==> src/common/sobs_regs.vh <==
`ifndef SOBS_REGS_VH
`define SOBS_REGS_VH
// ----------------------------------------
// Register byte offsets
// ----------------------------------------
`define SOBS_A_CTRL 5'h00
`define SOBS_A_SEQ 5'h04
`define SOBS_A_STALL 5'h08
`define SOBS_A_RUN 5'h0c
`define SOBS_A_REGEN 5'h10
`define SOBS_A_TORQ 5'h14
`define SOBS_A_STAT 5'h18
`define SOBS_A_IRQ 5'h1c
`define SOBS_A_MASK 5'h20
// ----------------------------------------
// Field limits and reset values
// ----------------------------------------
`define SOBS_SEQ_MAX 4'h9
`define SOBS_DLY_MAX 7'h64
`define SOBS_REGEN_MAX 2'h3
`define SOBS_SEQ_RST 4'h0
`define SOBS_REGEN_RST 2'h0
`define SOBS_SPEED_LOW 16'h001e
`define SOBS_RATIO_TRIP 7'h0a
`define SOBS_RATIO_BUILTIN 7'h01
`define SOBS_RATIO_WIN 7'h64
// ----------------------------------------
// Timing
// ----------------------------------------
`define SOBS_CLK_HZ 25000000
`define SOBS_TICK_US 2000
`define SOBS_TICK_CYC ((`SOBS_CLK_HZ / 1000000) * `SOBS_TICK_US)
// ----------------------------------------
// Interrupt bit positions
// ----------------------------------------
`define SOBS_EV_OFF 0
`define SOBS_EV_BRK 1
`define SOBS_EV_DEEN 2
`define SOBS_EV_TRIP 3
// ----------------------------------------
// Bus responses
// ----------------------------------------
`define SOBS_RESP_OK 2'h0
`define SOBS_RESP_ERR 2'h2
`endif

==> src/logic/sobs_tick.v <==
`include "sobs_regs.vh"
`default_nettype none
// ----------------------------------------
// 2 ms tick generator
// ----------------------------------------
module sobs_tick #(
    parameter TICK_CYC = `SOBS_TICK_CYC
) (
    // Clock and reset
    input wire aclk,
    input wire aresetn,
    // Tick out
    output reg tick
);
    reg [31:0] cnt_r;
    always @(posedge aclk) begin
        if (!aresetn) begin
            cnt_r <= 32'h0;
            tick <= 1'b0;
        end else if (cnt_r == TICK_CYC - 1) begin
            cnt_r <= 32'h0;
            tick <= 1'b1;
        end else begin
            cnt_r <= cnt_r + 32'h1;
            tick <= 1'b0;
        end
    end
endmodule // sobs_tick
`default_nettype wire

==> src/logic/sobs_seq.v <==
// Design decisions made here: the AXI4-Lite register port and the address map.
`include "sobs_regs.vh"
`default_nettype none
// Operation
// At servo-off the sequence setting (0..9, default 0) picks decel, stall and counter action.
// Each sequence value maps to the same actions as the main-power-off sequence table.
// Stalled servo-off drops brake, then de-energizes after the stall delay (0..100 x 2 ms).
// Running servo-off waits the running delay (0..100 x 2 ms) before dropping brake release.
// The running delay ends early once speed falls below 30 r/min.
// Software should set the stall delay at least the brake actuation delay.
// Regen select 0 uses the built-in resistor with overload protection near 1 percent duty.
// Regen select 1 trips regen overload when the active ratio exceeds 10 percent.
// Regen select 2 runs regen processing but never trips.
// Regen select 3 disables regen processing and protection.
// The regen selection takes effect only at the next control power-up.
// Sequence 8 or 9 decelerates at the emergency torque limit, zero meaning the normal limit.
// Delays count whole 2 ms ticks derived from the clock, zero adding no delay. The tick here runs free, so the first tick of a delay may be partial.
module sobs_seq #(
    parameter TICK_CYC = `SOBS_TICK_CYC
) (
    // Clock and reset
    input wire aclk,
    input wire aresetn,
    // Write address
    input wire [4:0] s_axi_awaddr,
    input wire s_axi_awvalid,
    output reg s_axi_awready,
    // Write data
    input wire [31:0] s_axi_wdata,
    input wire [3:0] s_axi_wstrb,
    input wire s_axi_wvalid,
    output reg s_axi_wready,
    // Write response
    output reg [1:0] s_axi_bresp,
    output reg s_axi_bvalid,
    input wire s_axi_bready,
    // Read address
    input wire [4:0] s_axi_araddr,
    input wire s_axi_arvalid,
    output reg s_axi_arready,
    // Read data
    output reg [31:0] s_axi_rdata,
    output reg [1:0] s_axi_rresp,
    output reg s_axi_rvalid,
    input wire s_axi_rready,
    // Drive side
    input wire servo_enable_input,
    input wire [15:0] motor_speed,
    input wire regen_active,
    input wire power_on_pulse,
    output reg brake_release_output,
    output reg motor_energized,
    output reg dynamic_braking,
    output reg emergency_torque_active,
    output reg [8:0] torque_limit_out,
    output reg clear_deviation,
    output reg regen_enable,
    output reg regen_overload_trip,
    output reg irq
);
    // ----------------------------------------
    // States
    // ----------------------------------------
    localparam ST_ON = 2'h0;
    localparam ST_RUNWAIT = 2'h1;
    localparam ST_STALLWAIT = 2'h2;
    localparam ST_OFF = 2'h3;

    wire tick;
    reg [1:0] st_r;
    reg [6:0] dly_r;
    reg en_d_r;
    reg [3:0] seq_r;
    reg [6:0] stall_r;
    reg [6:0] run_r;
    reg [1:0] regen_sel_r;
    reg [1:0] regen_act_r;
    reg [8:0] torq_r;
    reg [8:0] norm_torq_r;
    reg [3:0] stat_r;
    reg [3:0] mask_r;
    reg [3:0] ev_r;
    reg [6:0] win_r;
    reg [6:0] act_cnt_r;
    reg [4:0] awaddr_r;
    reg [31:0] wdata_r;
    reg aw_have_r;
    reg w_have_r;
    reg [31:0] rd_nxt;
    reg rd_ok;
    reg decel_dyn;
    reg after_dyn;
    reg clr_dev;

    sobs_tick #(.TICK_CYC(TICK_CYC)) u_tick (
        .aclk(aclk),
        .aresetn(aresetn),
        .tick(tick)
    );

    // ----------------------------------------
    // Sequence table, shared with power-off
    // ----------------------------------------
    always @* begin
        decel_dyn = 1'b1;
        after_dyn = 1'b1;
        clr_dev = 1'b1;
        case (seq_r)
            4'h0: begin decel_dyn = 1'b1; after_dyn = 1'b1; clr_dev = 1'b1; end
            4'h1: begin decel_dyn = 1'b0; after_dyn = 1'b1; clr_dev = 1'b1; end
            4'h2: begin decel_dyn = 1'b1; after_dyn = 1'b0; clr_dev = 1'b1; end
            4'h3: begin decel_dyn = 1'b0; after_dyn = 1'b0; clr_dev = 1'b1; end
            4'h4: begin decel_dyn = 1'b1; after_dyn = 1'b1; clr_dev = 1'b0; end
            4'h5: begin decel_dyn = 1'b0; after_dyn = 1'b1; clr_dev = 1'b0; end
            4'h6: begin decel_dyn = 1'b1; after_dyn = 1'b0; clr_dev = 1'b0; end
            4'h7: begin decel_dyn = 1'b0; after_dyn = 1'b0; clr_dev = 1'b0; end
            default: begin decel_dyn = 1'b0; after_dyn = 1'b1; clr_dev = 1'b1; end
        endcase
    end

    wire estop_seq = (seq_r >= 4'h8);
    wire stalled = (motor_speed < `SOBS_SPEED_LOW);

    // ----------------------------------------
    // Servo-off sequencer
    // ----------------------------------------
    always @(posedge aclk) begin
        ev_r <= 4'h0;
        if (!aresetn) begin
            st_r <= ST_OFF;
            dly_r <= 7'h0;
            en_d_r <= 1'b0;
            brake_release_output <= 1'b0;
            motor_energized <= 1'b0;
            dynamic_braking <= 1'b0;
            emergency_torque_active <= 1'b0;
            torque_limit_out <= 9'h0;
            clear_deviation <= 1'b0;
        end else begin
            en_d_r <= servo_enable_input;
            clear_deviation <= 1'b0;
            torque_limit_out <= emergency_torque_active && torq_r != 9'h0 ?
                torq_r : norm_torq_r;
            case (st_r)
                ST_ON: begin
                    if (en_d_r && !servo_enable_input) begin
                        ev_r[`SOBS_EV_OFF] <= 1'b1;
                        clear_deviation <= clr_dev;
                        if (stalled) begin
                            brake_release_output <= 1'b0;
                            ev_r[`SOBS_EV_BRK] <= 1'b1;
                            dly_r <= stall_r;
                            st_r <= ST_STALLWAIT;
                        end else begin
                            motor_energized <= estop_seq;
                            emergency_torque_active <= estop_seq;
                            dynamic_braking <= decel_dyn && !estop_seq;
                            dly_r <= run_r;
                            st_r <= ST_RUNWAIT;
                        end
                    end
                end
                ST_RUNWAIT: begin
                    if (dly_r == 7'h0 || stalled) begin
                        brake_release_output <= 1'b0;
                        ev_r[`SOBS_EV_BRK] <= 1'b1;
                        ev_r[`SOBS_EV_DEEN] <= 1'b1;
                        motor_energized <= 1'b0;
                        emergency_torque_active <= 1'b0;
                        dynamic_braking <= after_dyn;
                        st_r <= ST_OFF;
                    end else if (tick) begin
                        dly_r <= dly_r - 7'h1;
                    end
                end
                ST_STALLWAIT: begin
                    if (dly_r == 7'h0) begin
                        motor_energized <= 1'b0;
                        dynamic_braking <= after_dyn;
                        ev_r[`SOBS_EV_DEEN] <= 1'b1;
                        st_r <= ST_OFF;
                    end else if (tick) begin
                        dly_r <= dly_r - 7'h1;
                    end
                end
                ST_OFF: begin
                    if (servo_enable_input && !regen_overload_trip) begin
                        motor_energized <= 1'b1;
                        brake_release_output <= 1'b1;
                        dynamic_braking <= 1'b0;
                        st_r <= ST_ON;
                    end
                end
                default: st_r <= ST_OFF;
            endcase
        end
    end

    // ----------------------------------------
    // Regenerative control
    // ----------------------------------------
    // Ratio measured over 100 ticks (200 ms) windows; coarse but cheap.
    always @(posedge aclk) begin
        if (!aresetn) begin
            regen_act_r <= `SOBS_REGEN_RST;
            regen_enable <= 1'b0;
            regen_overload_trip <= 1'b0;
            win_r <= 7'h0;
            act_cnt_r <= 7'h0;
        end else begin
            if (power_on_pulse)
                regen_act_r <= regen_sel_r;
            regen_enable <= (regen_act_r != 2'h3);
            if (tick) begin
                if (win_r == `SOBS_RATIO_WIN - 7'h1) begin
                    win_r <= 7'h0;
                    act_cnt_r <= 7'h0;
                end else begin
                    win_r <= win_r + 7'h1;
                    if (regen_active && regen_act_r != 2'h3)
                        act_cnt_r <= act_cnt_r + 7'h1;
                end
            end
            if (power_on_pulse)
                regen_overload_trip <= 1'b0;
            else if (regen_act_r == 2'h0 && act_cnt_r > `SOBS_RATIO_BUILTIN)
                regen_overload_trip <= 1'b1;
            else if (regen_act_r == 2'h1 && act_cnt_r > `SOBS_RATIO_TRIP)
                regen_overload_trip <= 1'b1;
        end
    end

    // ----------------------------------------
    // AXI4-Lite slave
    // ----------------------------------------
    wire do_wr = aw_have_r && w_have_r && !s_axi_bvalid;
    always @(posedge aclk) begin
        if (!aresetn) begin
            s_axi_awready <= 1'b0;
            s_axi_wready <= 1'b0;
            s_axi_bvalid <= 1'b0;
            s_axi_bresp <= `SOBS_RESP_OK;
            aw_have_r <= 1'b0;
            w_have_r <= 1'b0;
            awaddr_r <= 5'h0;
            wdata_r <= 32'h0;
            seq_r <= `SOBS_SEQ_RST;
            stall_r <= 7'h0;
            run_r <= 7'h0;
            regen_sel_r <= `SOBS_REGEN_RST;
            torq_r <= 9'h0;
            norm_torq_r <= 9'h0;
            stat_r <= 4'h0;
            mask_r <= 4'h0;
            irq <= 1'b0;
        end else begin
            s_axi_awready <= !aw_have_r && !s_axi_awready && s_axi_awvalid;
            s_axi_wready <= !w_have_r && !s_axi_wready && s_axi_wvalid;
            if (s_axi_awvalid && s_axi_awready) begin
                aw_have_r <= 1'b1;
                awaddr_r <= s_axi_awaddr;
            end
            if (s_axi_wvalid && s_axi_wready) begin
                w_have_r <= 1'b1;
                wdata_r <= s_axi_wdata;
            end
            if (s_axi_bvalid && s_axi_bready)
                s_axi_bvalid <= 1'b0;
            stat_r <= stat_r | ev_r;
            if (do_wr) begin
                aw_have_r <= 1'b0;
                w_have_r <= 1'b0;
                s_axi_bvalid <= 1'b1;
                s_axi_bresp <= `SOBS_RESP_OK;
                case (awaddr_r)
                    `SOBS_A_SEQ: if (wdata_r[3:0] <= `SOBS_SEQ_MAX) seq_r <= wdata_r[3:0];
                    `SOBS_A_STALL: if (wdata_r[6:0] <= `SOBS_DLY_MAX) stall_r <= wdata_r[6:0];
                    `SOBS_A_RUN: if (wdata_r[6:0] <= `SOBS_DLY_MAX) run_r <= wdata_r[6:0];
                    `SOBS_A_REGEN: regen_sel_r <= wdata_r[1:0];
                    `SOBS_A_TORQ: begin
                        torq_r <= wdata_r[8:0];
                        norm_torq_r <= wdata_r[24:16];
                    end
                    `SOBS_A_IRQ: stat_r <= (stat_r & ~wdata_r[3:0]) | ev_r; // Set wins
                    `SOBS_A_MASK: mask_r <= wdata_r[3:0];
                    `SOBS_A_CTRL: s_axi_bresp <= `SOBS_RESP_OK;
                    `SOBS_A_STAT: s_axi_bresp <= `SOBS_RESP_OK;
                    default: s_axi_bresp <= `SOBS_RESP_ERR;
                endcase
            end
            irq <= |(stat_r & mask_r);
        end
    end

    always @* begin
        rd_ok = 1'b1;
        case (s_axi_araddr)
            `SOBS_A_CTRL: rd_nxt = {31'h0, servo_enable_input};
            `SOBS_A_SEQ: rd_nxt = {28'h0, seq_r};
            `SOBS_A_STALL: rd_nxt = {25'h0, stall_r};
            `SOBS_A_RUN: rd_nxt = {25'h0, run_r};
            `SOBS_A_REGEN: rd_nxt = {26'h0, regen_act_r, 2'h0, regen_sel_r};
            `SOBS_A_TORQ: rd_nxt = {7'h0, norm_torq_r, 7'h0, torq_r};
            `SOBS_A_STAT: rd_nxt = {24'h0, regen_overload_trip, dynamic_braking,
                motor_energized, brake_release_output, 2'h0, st_r};
            `SOBS_A_IRQ: rd_nxt = {28'h0, stat_r};
            `SOBS_A_MASK: rd_nxt = {28'h0, mask_r};
            default: begin
                rd_nxt = 32'h0;
                rd_ok = 1'b0;
            end
        endcase
    end

    always @(posedge aclk) begin
        if (!aresetn) begin
            s_axi_arready <= 1'b0;
            s_axi_rvalid <= 1'b0;
            s_axi_rdata <= 32'h0;
            s_axi_rresp <= `SOBS_RESP_OK;
        end else begin
            s_axi_arready <= 1'b0;
            if (s_axi_rvalid && s_axi_rready) begin
                s_axi_rvalid <= 1'b0;
            end else if (s_axi_arvalid && !s_axi_arready && !s_axi_rvalid) begin
                s_axi_arready <= 1'b1;
                s_axi_rvalid <= 1'b1;
                s_axi_rdata <= rd_nxt;
                s_axi_rresp <= rd_ok ? `SOBS_RESP_OK : `SOBS_RESP_ERR;
            end
        end
    end
endmodule // sobs_seq
`default_nettype wire

==> config.mk <==
export PLATFORM = sky130hd
export DESIGN_NAME = sobs_seq
export DESIGN_NICKNAME = d
export VERILOG_FILES = /design/src/logic/sobs_tick.v /design/src/logic/sobs_seq.v
export VERILOG_INCLUDE_DIRS = /design/src /design/src/common
export SDC_FILE = /design/constraint.sdc
export NUM_CORES = 1
export LEC_CHECK = 0
export ABC_AREA = 1
export BUFFER_PORTS_ARGS = -buffer_cell sky130_fd_sc_hd__buf_2
export CORE_MARGIN = 4
export CORE_UTILIZATION = 35
export DETAILED_ROUTE_END_ITERATION = 8
export GPL_ROUTABILITY_DRIVEN = 0
export SLEW_MARGIN = 20
export SYNTH_ARGS = -nofsm -noshare
export SYNTH_HDL_FRONTEND = slang
export SYNTH_SLANG_ARGS = --single-unit
==> constraint.sdc <==
create_clock -name aclk -period 1.74 [get_ports aclk]
set_clock_uncertainty 0.15 [all_clocks]
set_input_delay 0.174 -clock aclk [delete_from_list [all_inputs] [get_ports aclk]]
set_output_delay 0.174 -clock aclk [all_outputs]
set_load 0.005 [all_outputs]
-- Word level (Yosys, flattened, before mapping)
Memories as Yosys holds them, arrays and structs flattened. A register that Yosys moved wholly into a read port is not among the register bits.
Index checks and enable logic that the tools add are counted.
- $add $sub $neg: 4
- magnitude comparators: 6
- equality and inequality tests: 29
- muxes and demuxes: 53
- bitwise logic cells: 7
- reduce and logical (&&, ||, !) cells: 64
- operator list (kind ; number):
    one-hot mux 25 bit (8 select lines) ; 1
    2-to-1 mux 7 bit ; 8
    equality test 5 bit, second input constant ; 8
    adder 32 x 1 -> 32 bit, second input constant ; 1
    equality test 32 x 16 -> 1 bit, second input constant ; 1
    2-to-1 mux 1 bit ; 21
    one-hot mux 7 bit (3 select lines) ; 1
    equality test 5 x 4 -> 1 bit, second input constant ; 4
    logical AND 1 bit ; 19
    2-to-1 mux 2 bit ; 9
    != test 2 bit, second input constant ; 9
    less-than comparator 16 x 5 -> 1 bit, second input constant ; 1
    OR reduction 8 bit ; 2
    adder 7 x 1 -> 7 bit, second input constant ; 2
    AND reduction 2 bit ; 6
    AND reduction 3 bit ; 4
    AND reduction 4 bit ; 3
    equality test 5 x 3 -> 1 bit, second input constant ; 2
    zero test 1 bit ; 10
    zero test 5 bit ; 2
    AND reduction 5 bit ; 2
    2-to-1 mux 3 bit ; 3
    2-to-1 mux 9 bit ; 1
    nonzero test 9 bit ; 1
    other kinds (25) ; 42
- flip-flop bits (word level): 198
- memory bits (read-only): 24
- input bits: 72
- output and inout port bits: 58
- logic and storage cells: 203
- memories kept: 1
- memories (memory ; words ; width ; rd ports ; clocked after Yosys merged registers in ; write ports ; RTL line ; source):
    (no name shown) ; 8 ; 3 ; 1 ; 1 ; 0 ; sobs_seq.v:108 ; case (seq_r)

-- Logic depth before layout (Yosys ltp)
- word-level depth: 6
- mapped depth: 12
- depth with buffers taken out: 11

-- By module
Synthesis repeated with hierarchy kept, for this count alone.
- cells, all modules: 1230
- area, all modules: 8569.5 µm²
- by module, submodules not included (module ; times used ; cells an instance ; area each (µm²) ; seq. area each (µm²)):
    sobs_seq ; 1 ; 906 ; 6625.1 ; 2902.8
    sobs_tick ; 1 ; 324 ; 1944.4 ; 660.6

-- Worst setup path before layout
No wires, ideal clock.
- kind: reg-to-reg
- from: register st_r[0]
- to: register dly_r[2]
- library setup time: 113 ps
- data arrival time: 1503 ps
- required time: 1477 ps
- path slack: -26 ps
- cell stages (with the launch flop): 10
- clock period less this slack: 1766 ps
- cells stage by stage: dfxtp_1 -> inv_1 -> ha_1 -> inv_1 -> o21ai_0 -> nor2_1 -> nand3_2 -> buf_4 -> nor2_1 -> nor2_1
- cells in the longest elaborated chain, start to end: 3
- RTL lines (item ; RTL line ; source):
    start: declaration ; sobs_seq.v:70 ; reg [1:0] st_r;
    start signal: assignment ; sobs_seq.v:130 ; st_r <= ST_OFF;
    start signal: assignment ; sobs_seq.v:153 ; st_r <= ST_STALLWAIT;
    start signal: assignment ; sobs_seq.v:159 ; st_r <= ST_RUNWAIT;
    equality test 2 x 1 -> 1 bit, or another cell as far along ; sobs_seq.v:144 ; case (st_r)
    != test 2 bit (no source line) / nonzero test 3 bit (equally long branches) ; -- ;
    AND reduction 4 bit (no source line) ; -- ;
    end signal: assignment ; sobs_seq.v:152 ; dly_r <= stall_r;
    end signal: assignment ; sobs_seq.v:158 ; dly_r <= run_r;
    end signal: assignment ; sobs_seq.v:173 ; dly_r <= dly_r - 7'h1;
    end: declaration ; sobs_seq.v:71 ; reg [6:0] dly_r;
Parallel ways exist; a longest one is shown, timed or not.
A chain may end at the register's enable or synchronous reset.

-- Worst setup path after layout
- from: register u_tick.cnt_r[0]
- to: register u_tick.cnt_r[16]
- cells in the longest elaborated chain, start to end: 2
- RTL lines (item ; RTL line ; source):
    start: declaration ; sobs_tick.v:15 ; reg [31:0] cnt_r;
    start signal: assignment ; sobs_tick.v:24 ; cnt_r <= cnt_r + 32'h1;
    branches (longest 2 deep; another with adder 32 x 1 -> 32 bit) ; -- ;
Several ways; the timed one is not identified.

==> impl_metrics.tcl <==
set metrics [dict create \
    drc 0 \
    coreArea_um2 23500 \
    io_buffers 94 \
    grt_overflow 0 \
    crit_path_end_kind "flop" \
    place_inst 1614 \
    hold_path_depth 4 \
    power_uw 10600 \
    r2r_end "u_tick.cnt_r[16]" \
    die_area_um2 26400 \
    leakagePower_uw 0.00447 \
    setup_viol 0 \
    hold_path_end "s_axi_rresp[1]" \
    antenna_left 0 \
    synth_cell_type_count 44 \
    r2r_cells 7 \
    rows 56 \
    syn_inst 1185 \
    cp.arrival_ns 1.86 \
    syn_area_per_cell_um2 7.04 \
    cts_root_buf "clkbuf_16" \
    path_max_fanout 17 \
    post_drt_via_cell_ratio 4.66 \
    die_y_um 162 \
    peakVddDrop_mv 0.613 \
    final_hold_viol_count 0 \
    antenna_cells 0 \
    yosys_register_bits 178 \
    max_cap_violations 0 \
    numCtsBuffers 17 \
    rsz0062_at_grt "yes" \
    min_period_ns 1.69 \
    grt_pass1_wl_um 35300 \
    wl_per_cell_um 12.8 \
    drtIter0Drc 579 \
    firstDrtPassIters 5 \
    r2r-start "u_tick.cnt_r[0]" \
    clk_pin_slew_ns 0.08 \
    antenna_found_initial 1 \
    fmax_mhz 593 \
    synth_top_area_cell "dfxtp_1" \
    synth.top_cell.area_share 0.427 \
    htreeDepth 4 \
    clock_path_buffers 2 \
    syn2layout_area_growth_pct 27.0 \
    reg2reg_setup_slack_ns 0.05 \
    synthTopCellsByArea "dfxtp_1, nand2_1, nor2_1" \
    outcome "finished, final reports clean" \
    drv_slew 0 \
    dp_hpwl_um 16100 \
    die_w_um 162 \
    nets 1432 \
    hp-start "s_axi_araddr[0]" \
    ys_seq_area_frac 0.427 \
    cts_tree "done" \
    finalNonFillerCells 1680 \
    fin_crit_sh 0.970 \
    grt_pass1_vias 7251 \
    num_vias 7826 \
    yosysWarnings 0 \
    required_ns 1.91 \
    start_util 0.356 \
    synth_area_um2 8350 \
    worstSkewPairLatency_ns 0.44 \
    drive_gt1_frac 0.203 \
    path_class "reg -> reg" \
    wl_um 21500 \
    io_pins 130 \
    grt_max_degree 71 \
    hp-class "in -> reg" \
    start_kind "flop" \
    grt_util_all_layers 0.163 \
    p_per_area_nw_per_um2 997 \
    clock-sinks 178 \
]
## state kept, by name, summed over array words and instances, names as in the netlist, 3 cells and up, named ones only
| name | count |
|---|---|
| mask_r | 4 |
| dly_r | 7 |
| ev_r | 3 |
| stat_r | 4 |
| win_r | 7 |
| u_tick.cnt_r | 32 |
| torq_r | 9 |
| act_cnt_r | 7 |
| wdata_r | 18 |
| awaddr_r | 5 |
| torque_limit_out | 9 |
| stall_r | 7 |
| norm_torq_r | 9 |
| seq_r | 4 |
| run_r | 7 |
| s_axi_rdata | 18 |
## critical path, stage by stage (launching register included)
cell and delay (ns):
dfxtp_2 0.36, ha_4 0.16, nand3_4 0.11, nor4_4 0.28, nand4_1 0.18, nand2_2 0.13, buf_12 0.14, nor2_1 0.05
## worst max-delay path by stage
stage               cells past startpoint            start                to
finish                                  7  u_tick.cnt_r[0]  u_tick.cnt_r[16]
global route                            8  u_tick.cnt_r[0]  u_tick.cnt_r[19]
CTS                                     9          st_r[0]          dly_r[0]
detailed placement                      9          st_r[0]          dly_r[0]
global placement                        9          st_r[0]          dly_r[3]
floorplan                               9          st_r[0]          dly_r[2]
## cells in the mapped netlist (all sizes together)
| master | count |
|---|---|
| o21a | 2 |
| o21ai | 127 |
| or2 | 1 |
| nor3b | 5 |
| and2 | 1 |
| a211oi | 4 |
| conb | 1 |
| nand2 | 216 |
| nand4 | 27 |
| o21bai | 1 |
| a41oi | 1 |
| o22ai | 6 |
| a21oi | 77 |
| xnor2 | 1 |
| buf | 31 |
| inv | 153 |
| nor4 | 2 |
| nand3 | 40 |
| nor2 | 219 |
| nand3b | 2 |
| clkbuf | 19 |
| o211ai | 2 |
| clkinv | 2 |
| a21boi | 1 |
| dfxtp | 178 |
| xor2 | 21 |
| nor3 | 33 |
| ha | 12 |
## layout by cell type, fill, tap and decap left out, types with 11 or more instances in the layout
| cell type | netlist | layout |
|---|---|---|
| nor2_2 | 10 | 12 |
| nor3_2 | 7 | 12 |
| nor2_4 | 5 | 12 |
| nand2_1 | 210 | 206 |
| buf_2 | 5 | 94 |
| nor3_1 | 26 | 20 |
| o21ai_1 | 5 | 11 |
| inv_2 | 8 | 11 |
| inv_1 | 145 | 138 |
| dfxtp_1 | 178 | 171 |
| conb_1 | 1 | 16 |
| nand4_1 | 24 | 24 |
| clkbuf_16 | 0 | 17 |
| nor2_1 | 204 | 195 |
| dlygate4sd3_1 | 0 | 29 |
| buf_4 | 20 | 52 |
| nand3_1 | 35 | 32 |
| a21oi_1 | 77 | 74 |
| xor2_1 | 21 | 21 |
| o21ai_0 | 121 | 112 |
## cells by family (layout without fill, tap and decap cells)
family,Yosys count,in the layout,share of synthesized area
buffers and inverters,205,365,0.105
AOI/OAI and AO/OA,221,221,0.137
adders and majority gates,12,12,0.0180
DFF,178,178,0.427
other,1,16,0.000449
xor gates and xnor gates,22,22,0.0231
and+or+nand+nor,546,547,0.290
## layer usage
metal	global-route usage	share of wire	up-vias
li1	-	-	4096
met1	0.233	0.49	3550
met2	0.254	0.45	161
met3	0.0296	0.046	19
met4	0.0442	0.012	0
met5	0	0	-
## timing repair
item,4_1_cts,5_1_grt
pin swaps,1,15
buffers inserted,0,4
hold buffers,29,0
cloned,0,1
setup endpoints to repair,28,89
endpoints found under the hold margin,31,0
resized for setup,3,74
## final cells by class
type | instances | area (um^2)
clock inverters | 15 | 176
repair buffers | 178 | 1210
flip-flops and latches | 178 | 3570
well taps | 319 | 399
fillers | 2368 | 12900
clock buffers | 17 | 425
inverters | 155 | 594
multi-input cells | 818 | 4220
## power by group
part / leakage [uW] / switching (uW) / total [uW] / internal, uW
Combinational: 0.00274 / 1300 / 2260 / 963
Clock: 0.000294 / 1920 / 3870 / 1960
Sequential: 0.00144 / 162 / 4440 / 4280
Total: 0.00447 / 3380 / 10600 / 7190
## through the flow
step	hold WS [ns]	utilization	TNS, ns	cell area, um^2	worst slack [ns]
5_1_grt	0.0377	0.452	-0.109	10600	-0.0190
3_3_place_gp	0.214	0.401	0	9410	0.0130
3_5_place_dp	0.223	0.401	-0.128	9410	-0.0304
6_report	0.0299	0.452	0	10600	0.0530
2_1_floorplan	0.117	-	0	8420	0.0507
4_1_cts	0.0254	0.440	0	10300	0.000465
Power figures use the tool's default switching activity.
